$ cat src/design/actm_pkg.sv
// Constants and types shared by the converter control block
package actm_pkg;

  // ----------------------------------------------------------------
  // Register addresses
  // ----------------------------------------------------------------
  localparam logic [7:0] ADDR_CON1 = 8'hE2;
  localparam logic [7:0] ADDR_CON2 = 8'hE3;
  localparam logic [7:0] ADDR_BUFL = 8'hE4;
  localparam logic [7:0] ADDR_BUFH = 8'hE5;
  localparam logic [7:0] ADDR_THRL = 8'hE6;
  localparam logic [7:0] ADDR_THRH = 8'hE7;
  localparam logic [7:0] REG_RESET = 8'h00;

  // ----------------------------------------------------------------
  // Field positions
  // ----------------------------------------------------------------
  localparam int C1_HI_CLR   = 7;
  localparam int C1_LO_CLR   = 5;
  localparam int C1_INV      = 3;
  localparam int C1_VREF     = 2;
  localparam int C1_CONT     = 1;
  localparam int C1_START    = 0;
  localparam int C2_JUST     = 7;
  localparam int C2_RATE_LSB = 4;
  localparam int C2_THA      = 3;
  localparam int C2_THB      = 2;
  localparam int C2_AUTO     = 1;
  localparam int C2_INSEL    = 0;

  // ----------------------------------------------------------------
  // Converter and timing
  // ----------------------------------------------------------------
  localparam int          RESULT_W        = 10;
  localparam int          CONV_MAX_CYCLES = 156;
  localparam int          BIT_CYCLES      = 15;
  localparam int          DIV_W           = 14;
  localparam logic [13:0] DIV_8832        = 14'h2280;
  localparam logic [13:0] DIV_4416        = 14'h1140;
  localparam logic [13:0] DIV_2208        = 14'h08A0;
  localparam logic [13:0] DIV_1104        = 14'h0450;
  localparam logic [13:0] DIV_552         = 14'h0228;

  typedef enum logic [0:0] {
    ACTM_SAR_IDLE = 1'b0,
    ACTM_SAR_RUN  = 1'b1
  } actm_sar_state_t;

endpackage : actm_pkg

$ cat src/design/actm_sar_if.sv
// Handshake between control logic and the approximation engine
`timescale 1ns/1ps
interface actm_sar_if;
  import actm_pkg::*;
  logic                start;
  logic                busy;
  logic                done;
  logic [RESULT_W-1:0] result;
  logic [RESULT_W-1:0] dac_code;
  modport ctrl (output start, input busy, done, result, dac_code);
  modport conv (input start, output busy, done, result, dac_code);
endinterface : actm_sar_if

$ cat src/design/actm_sar.sv
// Successive approximation engine
`timescale 1ns/1ps
module actm_sar
  import actm_pkg::*;
#(
  parameter int BIT_CYC = BIT_CYCLES
) (
  input  wire logic clock,
  input  wire logic reset_n,
  input  wire logic cmp_in,
  actm_sar_if.conv  sar
);

  if (BIT_CYC < 1 ||
      RESULT_W * BIT_CYC + 2 > CONV_MAX_CYCLES) begin : g_bad_cyc
    $error("actm_sar: BIT_CYC too large for conversion time");
  end

  typedef struct packed {
    actm_sar_state_t     state;
    logic [3:0]          bit_idx;
    logic [7:0]          tick;
    logic [RESULT_W-1:0] code;
    logic [RESULT_W-1:0] result;
    logic                busy;
    logic                done;
    logic                cmp_m;
    logic                cmp_s;
  } actm_sar_st_t;

  actm_sar_st_t s_q;
  actm_sar_st_t s_d;

  // ----------------------------------------------------------------
  // Bit trial sequence
  // ----------------------------------------------------------------
  always_comb begin
    s_d       = s_q;
    s_d.done  = 1'b0;
    s_d.cmp_m = cmp_in;
    s_d.cmp_s = s_q.cmp_m;
    unique case (s_q.state)
      ACTM_SAR_IDLE: begin
        if (sar.start) begin
          s_d.state   = ACTM_SAR_RUN;
          s_d.bit_idx = 4'(RESULT_W - 1);
          s_d.tick    = 8'h00;
          s_d.code    = 10'h200;
          s_d.busy    = 1'b1;
        end
      end
      ACTM_SAR_RUN: begin
        s_d.tick = s_q.tick + 8'h01;
        if (s_q.tick == 8'(BIT_CYC - 1)) begin
          s_d.tick = 8'h00;
          if (!s_q.cmp_s) begin
            s_d.code[s_q.bit_idx] = 1'b0;
          end
          if (s_q.bit_idx == 4'h0) begin
            s_d.result = s_d.code;
            s_d.done   = 1'b1;
            s_d.busy   = 1'b0;
            s_d.state  = ACTM_SAR_IDLE;
          end else begin
            s_d.bit_idx = s_q.bit_idx - 4'h1;
            s_d.code[s_d.bit_idx] = 1'b1;
          end
        end
      end
    endcase
  end

  always_ff @(posedge clock or negedge reset_n) begin
    if (!reset_n) begin
      s_q <= '0;
    end else begin
      s_q <= s_d;
    end
  end

  assign sar.busy     = s_q.busy;
  assign sar.done     = s_q.done;
  assign sar.result   = s_q.result;
  assign sar.dac_code = s_q.code;

endmodule : actm_sar

$ cat src/design/actm_top.sv
// Converter control registers, scheduling and threshold monitor
//
// How it works
// - Ten-bit unsigned approximation result from one of two inputs, kept in two bytes.
// - Single conversions on command and continuous conversions at selectable rate.
// - Writing one to bit 7 clears high flag; bit 7 reads zero.
// - Writing one to bit 5 clears low flag; bit 5 reads zero.
// - At conversion end result bits 9-2 compared with upper limit.
// - At conversion end result bits 9-2 compared with lower limit.
// - Either flag set drives the shared active-low request line low.
// - Normal mode: high flag above upper limit, low flag below lower limit.
// - Inverted mode: both flags when result inside the inclusive window.
// - Bit 2 picks bandgap reference, zero uses supply reference.
// - Bit 1 enables repeated conversions at the secondary register rate.
// - Primary control register clears to zero on reset.
// - Bit 0 write one starts; reads busy; done within 156 clocks.
// - Rate codes divide clock by 8832/4416/2208/1104, even codes by 552.
// - Justify bit aligns result left or right, spare bits zero.
// - Input select bit picks first input at zero, second at one.
`timescale 1ns/1ps
module actm_top
  import actm_pkg::*;
#(
  parameter int BIT_CYC = BIT_CYCLES
) (
  input  wire logic                clock,
  input  wire logic                reset_n,
  input  wire logic [7:0]          sfr_addr,
  input  wire logic                sfr_wr,
  input  wire logic                sfr_rd,
  input  wire logic [7:0]          sfr_wdata,
  output logic      [7:0]          sfr_rdata,
  input  wire logic                cmp_in,
  output logic      [RESULT_W-1:0] dac_code,
  output logic                     hold_active,
  output logic                     input_second_sel,
  output logic                     ref_bandgap_sel,
  output logic                     th_a_en,
  output logic                     th_b_en,
  output logic                     limit_irq_line_n
);

  typedef struct packed {
    logic                hi;
    logic                lo;
    logic                inv;
    logic                vref;
    logic                cont;
    logic                busy;
    logic [7:0]          con2;
    logic [7:0]          thrl;
    logic [7:0]          thrh;
    logic [RESULT_W-1:0] result;
    logic [DIV_W-1:0]    div_cnt;
    logic                start;
    logic [7:0]          rdata;
    logic                irq_n;
    logic                th_a;
    logic                th_b;
  } actm_st_t;

  actm_st_t r_q;
  actm_st_t r_d;
  actm_sar_if sar_bus ();

  logic [DIV_W-1:0] div_sel;
  logic [7:0]       res8;
  logic             wr_c1;
  logic             wr_c2;
  logic             wr_thl;
  logic             wr_thh;
  logic             clr_hi;
  logic             clr_lo;
  logic             ths_off;
  logic             hi_set;
  logic             lo_set;

  // ----------------------------------------------------------------
  // Parameter check
  // ----------------------------------------------------------------
  if (BIT_CYC < 1 ||
      RESULT_W * BIT_CYC + 2 > CONV_MAX_CYCLES) begin : g_bad_cyc
    $error("actm_top: BIT_CYC too large for conversion time");
  end

  // ----------------------------------------------------------------
  // Access decode
  // ----------------------------------------------------------------
  assign wr_c1  = sfr_wr && (sfr_addr == ADDR_CON1);
  assign wr_c2  = sfr_wr && (sfr_addr == ADDR_CON2);
  assign wr_thl = sfr_wr && (sfr_addr == ADDR_THRL);
  assign wr_thh = sfr_wr && (sfr_addr == ADDR_THRH);
  assign clr_hi = wr_c1 && sfr_wdata[C1_HI_CLR];
  assign clr_lo = wr_c1 && sfr_wdata[C1_LO_CLR];

  // ----------------------------------------------------------------
  // Rate selection and threshold compare
  // ----------------------------------------------------------------
  always_comb begin
    div_sel = DIV_552;
    if (r_q.con2[C2_RATE_LSB]) begin
      unique case (r_q.con2[C2_RATE_LSB+2 -: 2])
        2'b00: div_sel = DIV_8832;
        2'b01: div_sel = DIV_4416;
        2'b10: div_sel = DIV_2208;
        2'b11: div_sel = DIV_1104;
      endcase
    end
    res8   = sar_bus.result[RESULT_W-1 -: 8];
    hi_set = 1'b0;
    lo_set = 1'b0;
    if (sar_bus.done) begin
      if (r_q.inv) begin
        hi_set = (res8 <= r_q.thrh) && (res8 >= r_q.thrl);
        lo_set = hi_set;
      end else begin
        hi_set = res8 > r_q.thrh;
        lo_set = res8 < r_q.thrl;
      end
    end
  end

  // ----------------------------------------------------------------
  // Register file and control
  // ----------------------------------------------------------------
  always_comb begin
    r_d       = r_q;
    r_d.start = 1'b0;
    if (wr_c1) begin
      r_d.inv  = sfr_wdata[C1_INV];
      r_d.vref = sfr_wdata[C1_VREF];
      r_d.cont = sfr_wdata[C1_CONT];
      if (sfr_wdata[C1_START] && !r_q.busy) begin
        r_d.start = 1'b1;
        r_d.busy  = 1'b1;
      end
    end
    if (wr_c2) begin
      r_d.con2 = sfr_wdata;
    end
    if (wr_thl) begin
      r_d.thrl = sfr_wdata;
    end
    if (wr_thh) begin
      r_d.thrh = sfr_wdata;
    end
    if (r_q.cont) begin
      r_d.div_cnt = r_q.div_cnt + 14'h0001;
      if (r_q.div_cnt >= div_sel - 14'h0001) begin
        r_d.div_cnt = '0;
        if (!r_q.busy && !r_d.start) begin
          r_d.start = 1'b1;
          r_d.busy  = 1'b1;
        end
      end
    end else begin
      r_d.div_cnt = '0;
    end
    if (sar_bus.done) begin
      r_d.busy   = 1'b0;
      r_d.result = sar_bus.result;
    end
    r_d.hi = (r_q.hi & ~clr_hi) | hi_set;
    r_d.lo = (r_q.lo & ~clr_lo) | lo_set;
    r_d.irq_n = ~(r_d.hi | r_d.lo);
    ths_off   = r_q.con2[C2_AUTO] & r_q.cont & ~r_d.busy;
    r_d.th_a  = r_q.con2[C2_THA] & ~ths_off;
    r_d.th_b  = r_q.con2[C2_THB] & ~ths_off;
    if (sfr_rd) begin
      unique case (sfr_addr)
        ADDR_CON1: r_d.rdata = {1'b0, r_q.hi, 1'b0, r_q.lo, r_q.inv,
                                r_q.vref, r_q.cont, r_q.busy};
        ADDR_CON2: r_d.rdata = r_q.con2;
        ADDR_BUFL: r_d.rdata = r_q.con2[C2_JUST] ?
                               r_q.result[7:0] :
                               {r_q.result[1:0], 6'h00};
        ADDR_BUFH: r_d.rdata = r_q.con2[C2_JUST] ?
                               {6'h00, r_q.result[9:8]} :
                               r_q.result[9:2];
        ADDR_THRL: r_d.rdata = r_q.thrl;
        ADDR_THRH: r_d.rdata = r_q.thrh;
        default:   r_d.rdata = 8'h00;
      endcase
    end
  end

  always_ff @(posedge clock or negedge reset_n) begin
    if (!reset_n) begin
      r_q       <= '0;
      r_q.irq_n <= 1'b1;
      r_q.con2  <= REG_RESET;
    end else begin
      r_q <= r_d;
    end
  end

  // ----------------------------------------------------------------
  // Engine and outputs
  // ----------------------------------------------------------------
  assign sar_bus.start = r_q.start;

  actm_sar #(
    .BIT_CYC (BIT_CYC)
  ) u_sar (
    .clock   (clock),
    .reset_n (reset_n),
    .cmp_in  (cmp_in),
    .sar     (sar_bus.conv)
  );

  assign sfr_rdata        = r_q.rdata;
  assign dac_code         = sar_bus.dac_code;
  assign hold_active      = sar_bus.busy;
  assign input_second_sel = r_q.con2[C2_INSEL];
  assign ref_bandgap_sel  = r_q.vref;
  assign th_a_en          = r_q.th_a;
  assign th_b_en          = r_q.th_b;
  assign limit_irq_line_n = r_q.irq_n;

endmodule : actm_top

$ cat config.mk
export PLATFORM = sky130hd
export DESIGN_NAME = actm_top
export DESIGN_NICKNAME = d
export VERILOG_FILES = /design/src/design/actm_pkg.sv /design/src/design/actm_sar_if.sv /design/src/design/actm_sar.sv /design/src/design/actm_top.sv
export SDC_FILE = /design/constraint.sdc
export NUM_CORES = 1
export LEC_CHECK = 0
export BUFFER_PORTS_ARGS = -buffer_cell sky130_fd_sc_hd__buf_2
export CAP_MARGIN = 20
export CORE_MARGIN = 2
export CORE_UTILIZATION = 50
export DETAILED_ROUTE_END_ITERATION = 7
export PLACE_DENSITY_LB_ADDON = 0.08
export SETUP_SLACK_MARGIN = 0.5
export SYNTH_ARGS = -nofsm -noshare
export SYNTH_HDL_FRONTEND = slang
export SYNTH_HIERARCHICAL = 1
export SYNTH_SLANG_ARGS = --single-unit
$ cat constraint.sdc
create_clock -name clock -period 5.4 [get_ports clock]
set_input_delay 0.27 -clock clock [delete_from_list [all_inputs] [get_ports clock]]
set_output_delay 0.27 -clock clock [all_outputs]
set_load 0.02 [all_outputs]
# After elaboration in Yosys (flattened, before gate mapping)
# Index checks and enable logic that the tools add are counted.
[totals] reg_bits=103 inputBits=21 wordCells=127
[classes] n_addsub=4 n_lt_le_gt_ge=9 n_eq_ne=14 mux=38 bitwise=18 n_reduce_logical=19
[ops] op="one-hot mux 14 bit (4 select lines)" count=1
[ops] op="== test 8 bit (second input constant)" count=6
[ops] op="one-hot mux 8 bit (6 select lines)" count=1
[ops] op="one-hot mux 23 bit (2 select lines)" count=1
[ops] op="2-to-1 mux 10 bit" count=4
[ops] op="2-to-1 mux 35 bit" count=1
[ops] op="2-to-1 mux 14 bit" count=2
[ops] op="2-to-1 mux 23 bit" count=1
[ops] op="2-to-1 mux 1 bit" count=19
[ops] op="2-to-1 mux 8 bit" count=2
[ops] op="2-to-1 mux 15 bit" count=1
[ops] op="adder 14 x 1 -> 14 bit (second input constant)" count=1
[ops] op=">= comparator 14 bit" count=1
[ops] op="subtractor 14 x 1 -> 14 bit (second input constant)" count=1
[ops] op="2-to-1 mux 12 bit" count=1
[ops] op="logical AND 1 bit" count=11
[ops] op="AND 10 bit" count=1
[ops] op="< comparator 4 x 5 -> 1 bit (second input constant)" count=2
[ops] op="NOT 10 bit" count=1
[ops] op="bitwise OR 10 bit" count=1
[ops] op="AND reduction 3 bit" count=3
[ops] op="adder 8 x 1 -> 8 bit (second input constant)" count=1
[ops] op="demux 1 bit (select 4 bit)" count=2
[ops] op="== test 8 x 4 -> 1 bit (second input constant)" count=1
[ops] op="other kinds (18)" count=36

# Logic depth before layout (Yosys ltp)
# Gate-level depths: netlist of run 1.
[depth] depth_word=14 mapped_depth=11 ltp_nobuf=10

# Hierarchy
# Netlist of run 1, hierarchy kept.
[by_module_without_submodules] module="actm_top" instances=1 cells_per_inst=387 area_each_um2=3852.4 seq_area_each_um2=1652.8
[by_module_without_submodules] module="actm_sar" instances=1 cells_per_inst=224 area_each_um2=2095.8 seq_area_each_um2=925.9

# Worst setup path after synthesis of run 1
# No wires, ideal clock.
[synth_path] path_type="reg-to-reg" startpoint="register r_q[56] (netlist name)" endpoint="register r_q[17] (netlist name)" setup_ns=0.071 t_arrival_ns=2.151 required_ns=5.329 slack_ns=3.178 stages_incl_launch_ff=12 synth_period_minus_slack_ns=2.222 path_cell_list="dfrtp_1 -> inv_1 -> or3_1 -> and2_1 -> ha_1 -> a21o_1 -> a21o_1 -> a221oi_2 -> or2_2 -> nand3_4 -> buf_6 -> nor2_1"
[synth_lines] element="start: declaration" line="actm_top.sv:62" source="actm_st_t r_q;"
[synth_lines] element="start signal: assignment" line="actm_top.sv:193" source="r_q <= r_d;"

==> results.cfg, run 1 <==
[sta]
clock.fmax_ghz = 0.414
rsz0062_at_grt = false
min_period_ns = 2.42
tns_ns = 0
relSlewSlack_pct = 39.6
hold_viol_final = 0
setup_violations = 0
finalMaxSlewViolations = 0
tightest_slew_ns = 0.898
clock_skew_ns = 0.00572
hold_ws_ns = 0.0263
min_period_over_period_pct = 44.7

[grt]
gr-total-overflow = 0
grt_pass1_vias = 4195
grt_pass1_wl_um = 21300
grt_usage_pct = 21.0
antenna_found_initial = 0
grt_max_degree = 63

[place]
io_buffers = 44
gp_congestion = 0.840
dp_hpwl_um = 9420

[worst_setup_path]
crit_fanout = 14
cp.arrival_ns = 2.69
end_kind = flip-flop
worstSetupStartpointType = flip-flop
required_ns = 5.68
crit_type = flip-flop to flip-flop

[power_and_ir_drop]
vdd_drop_max_mv = 0.171
power_density_nw_per_um2 = 254
p_leak_uw = 0.00300

[clock_network]
cts-root-buf = clkbuf_16
cts_buffers = 9
cts.sinks = 103
cts_hold_buf = 1
cts.path.max_buffers = 2
cts_setup_buffers = 0
clk_latency_ns = 0.35
cts_tree = built
cts_resized = 0
path_clk_slew_ns = 0.07
htreeDepth = 3

[die]
fp.dieW_um = 113
io_pins = 45
initial_core_util_pct = 51.7
dieArea_um2 = 12800
core-area_um2 = 11500
num_rows = 39
die_y_um = 113

[status]
status = finished, violations left
failed_checks = design-rule violations

[logic_synthesis]
postSynthCellCount = 611
yosysSeqAreaShare_pct = 43.4
synthDistinctLibCells = 65
synth.avg_cell_area_um2 = 9.74
synth_edf_count = 0
synth_nets = 668
ys.flop_type = dfrtp_1
synth-seq-cells = 103
ys_async_sr_fraction_pct = 100
synth-warning-count = 6
synth_area_um2 = 5950

[detailed_routing]
drtPass1Iterations = 8
drtIter0Drc = 246
wirelength_um = 12700
drc = 4
vias = 4265
ant_nets = 0
avgRoutedWirePerCell_um = 16.6
viasPerCell = 5.58

[layout]
nNetsFinal = 673
multi_input_area_um2 = 2900
drive_gt1_share_pct = 16.9
antenna_cells = 0
syn2layout_area_growth_pct = 6.65
fill_cells = 1030
ff_latch_area_um2 = 2580
mostFrequentLayoutCells = dfrtp_1, nand2_1, o21ai_0
final_common_cell = dfrtp_1

[run]
cap_viol_max_count = 0

[hold_path]
hp-class = input pin to flip-flop
[cell families after synthesis]
family                   share of synthesized area (%)
flip-flops                                        43.4
multiplexers                                      6.96
AO/OA/AOI/OAI                                     14.7
buffers and inverters                             7.82
XOR/XNOR                                          2.06
adder cells (fa/ha/maj)                           7.57
AND/OR/NAND/NOR                                   17.6
[per-layer routing]
metal,GRT usage [%],wire [µm]
met4,7.97,221
met2,33.1,5930
met3,3.00,416
met1,29.7,6100
met5,0,0
[path summary, 6_finish.rpt]
kind,start,endpoint,slack (ns),cells after the start
max in group asynchronous,reset_n,r_q[49],3.76,3
worst min-delay path,cmp_in,u_sar/s_d[0],0.03,1
worst max register to register,r_q[56],r_q[21],2.98,10
worst min register to register,u_sar/s_d[0],u_sar/s_q[0],0.36,0
worst max-delay path,r_q[56],r_q[21],2.98,10
min in group asynchronous,reset_n,r_q[23],0.45,2
[layout make-up]
| class | instances | area share, % |
|---|---|---|
| clock buffers | 9 | 3.55 |
| clock inverters | 7 | 1.52 |
| inverters | 32 | 1.89 |
| multi-input cells | 424 | 45.8 |
| flip-flops and latches | 103 | 40.7 |
| well taps | 143 | 2.82 |
| repair buffers | 46 | 3.79 |
[through the flow]
stage | std cells | worst slack, ns | area, µm² | power (µW) | util [%]
finish | 764 | 2.98 | 6340 | 1610 | 55.1
global route | 764 | 2.63 | 6340 | 1690 | 55.1
CTS | 764 | 2.97 | 6340 | 1640 | 55.1
detailed placement | 747 | 2.99 | 6010 | 932 | 52.2
global placement | 747 | 3.06 | 6010 | 929 | 52.2
floorplan | 611 | 3.18 | 5950 | 884 | -
[cells in the mapped netlist, types with 6 or more instances]
cell type | number | share of area, %
dfrtp_1 | 102 | 43
nand2_1 | 78 | 4.9
o21ai_0 | 44 | 3.7
ha_1 | 36 | 7.6
nor2_1 | 34 | 2.1
inv_1 | 32 | 2.0
buf_4 | 29 | 3.7
mux2_2 | 27 | 5.1
a21oi_1 | 21 | 1.8
nand3_1 | 18 | 1.5
clkbuf_1 | 11 | 0.69
mux2i_1 | 11 | 1.9
nand4_1 | 11 | 1.2
o22ai_1 | 10 | 1.1
xor2_1 | 10 | 1.5
a21o_1 | 9 | 1.1
nand2b_1 | 8 | 0.84
nor2b_1 | 8 | 0.84
a22oi_1 | 6 | 0.76
and3_1 | 6 | 0.63
[power by group]
group	total, µW	internal, µW	switching, µW
clock	697	407	290
sequential	804	789	14.8
combinational	113	42.0	71.3
total	1610	1240	376
[critical path, cell delays in order, from the launching register on]
cell      delay, ns
dfrtp_1        0.42
inv_1          0.12
or3_1          0.40
and2_1         0.15
ha_1           0.17
a21o_1         0.15
a21o_1         0.18
a221oi_2       0.24
or2_2          0.19
nand3_4        0.17
nor2_1         0.15
[flip-flops by register name, summed over array words and instances (netlist names)]
name                cells
sar_bus.start           1
limit_irq_line_n        1
u_sar/sar.dac_code     10
u_sar/sar.result       10
th_a_en                 1
sfr_rdata               8
u_sar/sar.busy          1
u_sar/s_q              14
u_sar/sar.done          1
u_sar/s_d               1
th_b_en                 1
r_q                    52
input_second_sel        1
ref_bandgap_sel         1
Note: power is estimated with default switching activity, not from simulation.
==> inputs of run 2 (changes only) <==
==> constraint.sdc (replaced) <==
create_clock -name clock -period 2.45 [get_ports clock]
set_input_delay 0.1225 -clock clock [delete_from_list [all_inputs] [get_ports clock]]
set_output_delay 0.1225 -clock clock [all_outputs]
set_load 0.02 [all_outputs]
==> run 2 against run 1 <==
Compared with the run above:
- non-clock buffer count is 26 higher
- global-route usage grew 1.2 points
- critical endpoint is now r_q[24]
- highest routed layer unchanged
- clock skew up 0.0023 ns
- the run still ends with design-rule violations left
- die area stayed put
- sequential share of layout area shrank 2.3 points
==> results.cfg, run 2 (same netlist as run 1, synthesis figures left out) <==
[die]
core-area_um2 = 11500
die_y_um = 113
initial_core_util_pct = 51.7
io_pins = 45
dieArea_um2 = 12800
num_rows = 39
fp.dieW_um = 113

[sta]
clock_skew_ns = 0.00802
setup_violations = 0
hold_viol_final = 0
tightest_slew_ns = 0.722
min_period_over_period_pct = 92.1
rsz0062_at_grt = true
finalMaxSlewViolations = 0
min_period_ns = 2.26
clock.fmax_ghz = 0.443
tns_ns = 0
relSlewSlack_pct = 51.9
setup_slack_ns = 0.194

[layout]
stdcell_count = 791
antenna_cells = 0
largest_reg_flops = 52
final_common_cell = dfrtp_1
mostFrequentLayoutCells = dfrtp_1, nand2_1, buf_2
fill_cells = 1010
reg.largest.list = r_q x52, u_sar/s_q x14
regMostFlops = r_q
syn2layout_area_growth_pct = 13.4
drive_gt1_share_pct = 25.3
fin_util_pct = 58.6
nNetsFinal = 700

[place]
post-place-cells = 758
io_buffers = 44
dpl_worst_slack_ns = 0.0414
gp_congestion = 0.823
dp_hpwl_um = 9740

[grt]
gr-total-overflow = 0
grt_max_degree = 54
antenna_found_initial = 0
grt_pass1_vias = 4509
grt_usage_pct = 22.3
grt_pass1_wl_um = 22500

[worst_setup_path]
crit_type = flip-flop to flip-flop
crit_fanout = 7
required_ns = 2.73
cp.arrival_ns = 2.53
end_kind = flip-flop
worstSetupStartpointType = flip-flop

[power_and_ir_drop]
switchingPower_uw = 819
clockPowerShare_pct = 42.8
p_seq_share_pct = 49.3
vdd_drop_max_mv = 0.403
power_density_nw_per_um2 = 533
switching_share_pct = 22.8
p_total_uw = 3600
combPwrFrac_pct = 8.0
power.internal_uw = 2780
p_leak_uw = 0.00316

[detailed_routing]
drtIter0Drc = 331
ant_nets = 0
viasPerCell = 5.80
vias = 4590
wirelength_um = 13500
avgRoutedWirePerCell_um = 17.0
drtPass1Iterations = 7
drc = 5

[status]
failed_checks = design-rule violations
status = finished, violations left

[clock_network]
cts.sinks = 103
path_clk_slew_ns = 0.07
cts_tree = built
clk_latency_ns = 0.35
cts.path.max_buffers = 2
cts-root-buf = clkbuf_16
htreeDepth = 3
cts_buffers = 9

[run]
cap_viol_max_count = 0

[hold_path]
hp-class = input pin to flip-flop
[run 2: timing repair]
item | 4_1_cts | 5_1_grt
endpoints found under the setup margin | 41 | 44
pin swaps | 21 | 10
endpoints found under the hold margin | 51 | 0
hold buffers | 2 | 0
gates cloned | 1 | 0
setup buffers | 12 | 2
gates resized for setup | 24 | 24
[run 2: critical path, cell delays in order (launching register included)]
cell and delay, ns:
dfrtp_2 0.44, or3_4 0.40, and2_4 0.15, ha_4 0.14, a21o_1 0.15, a21o_1 0.16
a221oi_2 0.25, or2_4 0.21, nand3_4 0.14, nor2_2 0.14
[run 2: final timing paths]
| path | from | to | slack, ns | depth (start not counted) |
|---|---|---|---|---|
| min in group asynchronous | reset_n | r_q[12] | 0.36 | 2 |
| max in group asynchronous | reset_n | r_q[46] | 1.38 | 3 |
| min reg2reg | u_sar/s_d[0] | u_sar/s_q[0] | 0.35 | 0 |
| max | r_q[58] | r_q[24] | 0.19 | 9 |
| min | sfr_wdata[6] | r_q[42] | 0.02 | 3 |
| max reg2reg | r_q[58] | r_q[24] | 0.19 | 9 |
[run 2: final cells by class]
type	count	area [µm²]	area share [%]
Clock buffer	12	246	3.65
Clock inverter	4	70.1	1.04
Inverter	32	120	1.78
Multi-Input combinational cell	425	3080	45.7
Sequential cell	103	2580	38.3
Tap cell	143	179	2.65
Timing Repair Buffer	72	462	6.84
[run 2: routing by layer]
metal	wire [µm]	track usage, %	vias up
met5	0	0	-
met4	246	6.50	0
met3	536	5.62	25
met2	6440	36.1	94
met1	6240	29.7	2259
li1	-	-	2212
[run 2: power by group through the flow]
stage	Combinational (µW)	Clock, µW	Sequential, µW
5_1_grt	323	1650	1780
2_1_floorplan	153	0	1800
4_1_cts	287	1590	1770
3_3_place_gp	256	0	1800
6_report	287	1540	1770
3_5_place_dp	262	0	1800
[run 2: metrics by stage]
step | area [µm²] | hold slack (ns)
2_1_floorplan | 5960 | -0.173
3_3_place_gp | 6110 | 0.210
3_5_place_dp | 6110 | 0.220
4_1_cts | 6640 | 0.00950
5_1_grt | 6750 | 0.0368
6_report | 6750 | 0.0247
==> inputs of run 3 (changes only) <==
--- a/config.mk
+++ b/config.mk
@@ -8,7 +8,7 @@
 export BUFFER_PORTS_ARGS = -buffer_cell sky130_fd_sc_hd__buf_2
 export CAP_MARGIN = 20
 export CORE_MARGIN = 2
-export CORE_UTILIZATION = 50
+export CORE_UTILIZATION = 55
 export DETAILED_ROUTE_END_ITERATION = 7
 export PLACE_DENSITY_LB_ADDON = 0.08
 export SETUP_SLACK_MARGIN = 0.5
==> run 3 against run 2 <==
Compared with the run above:
- die area fell by 8.8%
- sequential share of layout area rose by 0.67 points
- the run now ends clean
- critical endpoint is now r_q[20]
- global-route usage rose by 2.0 points
- via count fell by 0.20%
- clock-buffer cell count fell by 1
- critical path depth did not move
==> results.cfg, run 3 (same netlist as run 1, synthesis figures left out) <==
[status]
status = complete, no violations

[layout]
ff_latch_area_um2 = 2580
antenna_cells = 0
final_common_cell = dfrtp_1
stdcell_area_um2 = 6620
reg.largest.list = r_q x52, u_sar/s_q x14
fill_cells = 898
multi_input_area_um2 = 3100
syn2layout_area_growth_pct = 11.4
regMostFlops = r_q
largest_reg_flops = 52
nNetsFinal = 701
drive_gt1_share_pct = 25.0
mostFrequentLayoutCells = dfrtp_1, nand2_1, buf_2

[die]
core-area_um2 = 10400
io_pins = 45
die_y_um = 108
dieArea_um2 = 11700
initial_core_util_pct = 57.1
fp.dieW_um = 108
num_rows = 37

[clock_network]
cts_buffers = 9
cts.path.max_buffers = 2
path_clk_slew_ns = 0.10
cts_tree = built
htreeDepth = 3
cts.sinks = 103
clk_latency_ns = 0.37
cts-root-buf = clkbuf_8

[sta]
rsz0062_at_grt = true
relSlewSlack_pct = 50.1
clock_skew_ns = 0.00781
min_period_ns = 2.24
finalMaxSlewViolations = 0
tightest_slew_ns = 0.748
tns_ns = 0
setup_violations = 0
hold_viol_final = 0
min_period_over_period_pct = 91.4
clock.fmax_ghz = 0.447
setup_slack_ns = 0.210

[grt]
grt_max_degree = 59
antenna_found_initial = 0
grt_usage_pct = 24.2
grt_pass1_vias = 4370
gr-total-overflow = 0
grt_pass1_wl_um = 21900

[power_and_ir_drop]
power.internal_uw = 2260
combPwrFrac_pct = 9.4
p_seq_share_pct = 57.7
p_total_uw = 3070
p_leak_uw = 0.00308
vdd_drop_max_mv = 0.338
power_density_nw_per_um2 = 463
switchingPower_uw = 807
clockPowerShare_pct = 32.9
switching_share_pct = 26.3

[detailed_routing]
wl_met1_um = 6160
drtPass1Iterations = 5
drc = 0
drtIter0Drc = 293
vias = 4581
met3_length_um = 568
viasPerCell = 5.84
avgRoutedWirePerCell_um = 17.2
wirelength_um = 13500
ant_nets = 0
wl_met2_um = 6510
top_layer = met4

[worst_setup_path]
worstPathCellList = or3_4 -> and2_4 -> ha_4 -> a21o_1 -> a21o_1 -> a221oi_2 -> or2_4 -> nand3_4 -> nor2_1
end_kind = flip-flop
cp.arrival_ns = 2.54
required_ns = 2.76
slowest_delay_ns = 0.45
crit_path_top_delay_cell = dfrtp_2
crit_type = flip-flop to flip-flop
cpMostUsedCell = a21o_1
critical_path.top_delay_family = simple AND/OR/NAND/NOR gates
crit_fanout = 7
worstSetupStartpointType = flip-flop
crit_buf_inv = 0

[place]
dp_hpwl_um = 9680
io_buffers = 44
gp_congestion = 0.859
place_area_um2 = 6080
dpl_worst_slack_ns = 0.0997

[hold_path]
hp-class = input pin to flip-flop

[run]
cap_viol_max_count = 0
[run 3: cell count changes in the layout (fill, tap and decap cells not counted), sizes merged]
cell | previous run | this run
or4 | 2 | 3
inv | 32 | 33
buf | 70 | 67
clkinv | 2 | 1
clkinvlp | 0 | 3
clkbuf | 12 | 11
dlygate4sd3 | 2 | 5
bufinv | 2 | 0
[run 3: cell type report]
| class | count | share of cell area (%) |
|---|---|---|
| repair buffers | 72 | 7.03 |
| multi-input cells | 426 | 46.8 |
| clock buffers | 11 | 2.13 |
| clock inverters | 5 | 0.642 |
| inverters | 32 | 1.81 |
| flip-flops and latches | 103 | 39.0 |
| well taps | 136 | 2.57 |
[run 3: repair_timing]
action                     CTS  global route
pin swaps                   25            13
hold buffers                 5             0
gates cloned                 2             0
setup buffers               11             3
hold endpoints to repair    50             0
gates resized for setup     26            22
setup endpoints to repair   42            42
[run 3: per-layer routing]
layer | vias up | GRT usage [%]
met5 | - | 0
met3 | 25 | 3.86
met1 | 2211 | 32.1
met2 | 127 | 40.3
met4 | 0 | 9.07
li1 | 2218 | -
[run 3: power groups by stage]
| stage | sequential [µW] | combinational [µW] | clock, µW |
|---|---|---|---|
| after floorplan | 1800 | 153 | 0 |
| after global placement | 1800 | 250 | 0 |
| after detailed placement | 1800 | 258 | 0 |
| after CTS | 1770 | 284 | 1050 |
| after global routing | 1780 | 323 | 1100 |
| final | 1770 | 289 | 1010 |
[run 3: tightest hold or removal path, stage by stage]
cell and delay, ns:
buf_2 0.13, nand2_1 0.05, o21ai_0 0.06
[run 3: path summary, 6_finish.rpt]
path | cells past startpoint | start | endpoint | slack, ns
max in group asynchronous | 3 | reset_n | u_sar/sar.result[3] | 1.44
min in group asynchronous | 2 | reset_n | r_q[12] | 0.28
hold / removal | 3 | sfr_wdata[5] | r_q[41] | 0.02
setup reg to reg | 9 | r_q[58] | r_q[20] | 0.21
hold reg to reg | 0 | u_sar/s_d[0] | u_sar/s_q[0] | 0.38
setup / recovery | 9 | r_q[58] | r_q[20] | 0.21
[run 3: through the flow]
step	util, %	std cells	hold slack [ns]
after floorplan	-	611	-0.173
after global placement	58.4	748	0.162
after detailed placement	58.4	748	0.167
after CTS	62.6	782	0.00406
after global routing	63.6	785	0.0201
final	63.6	785	0.0199
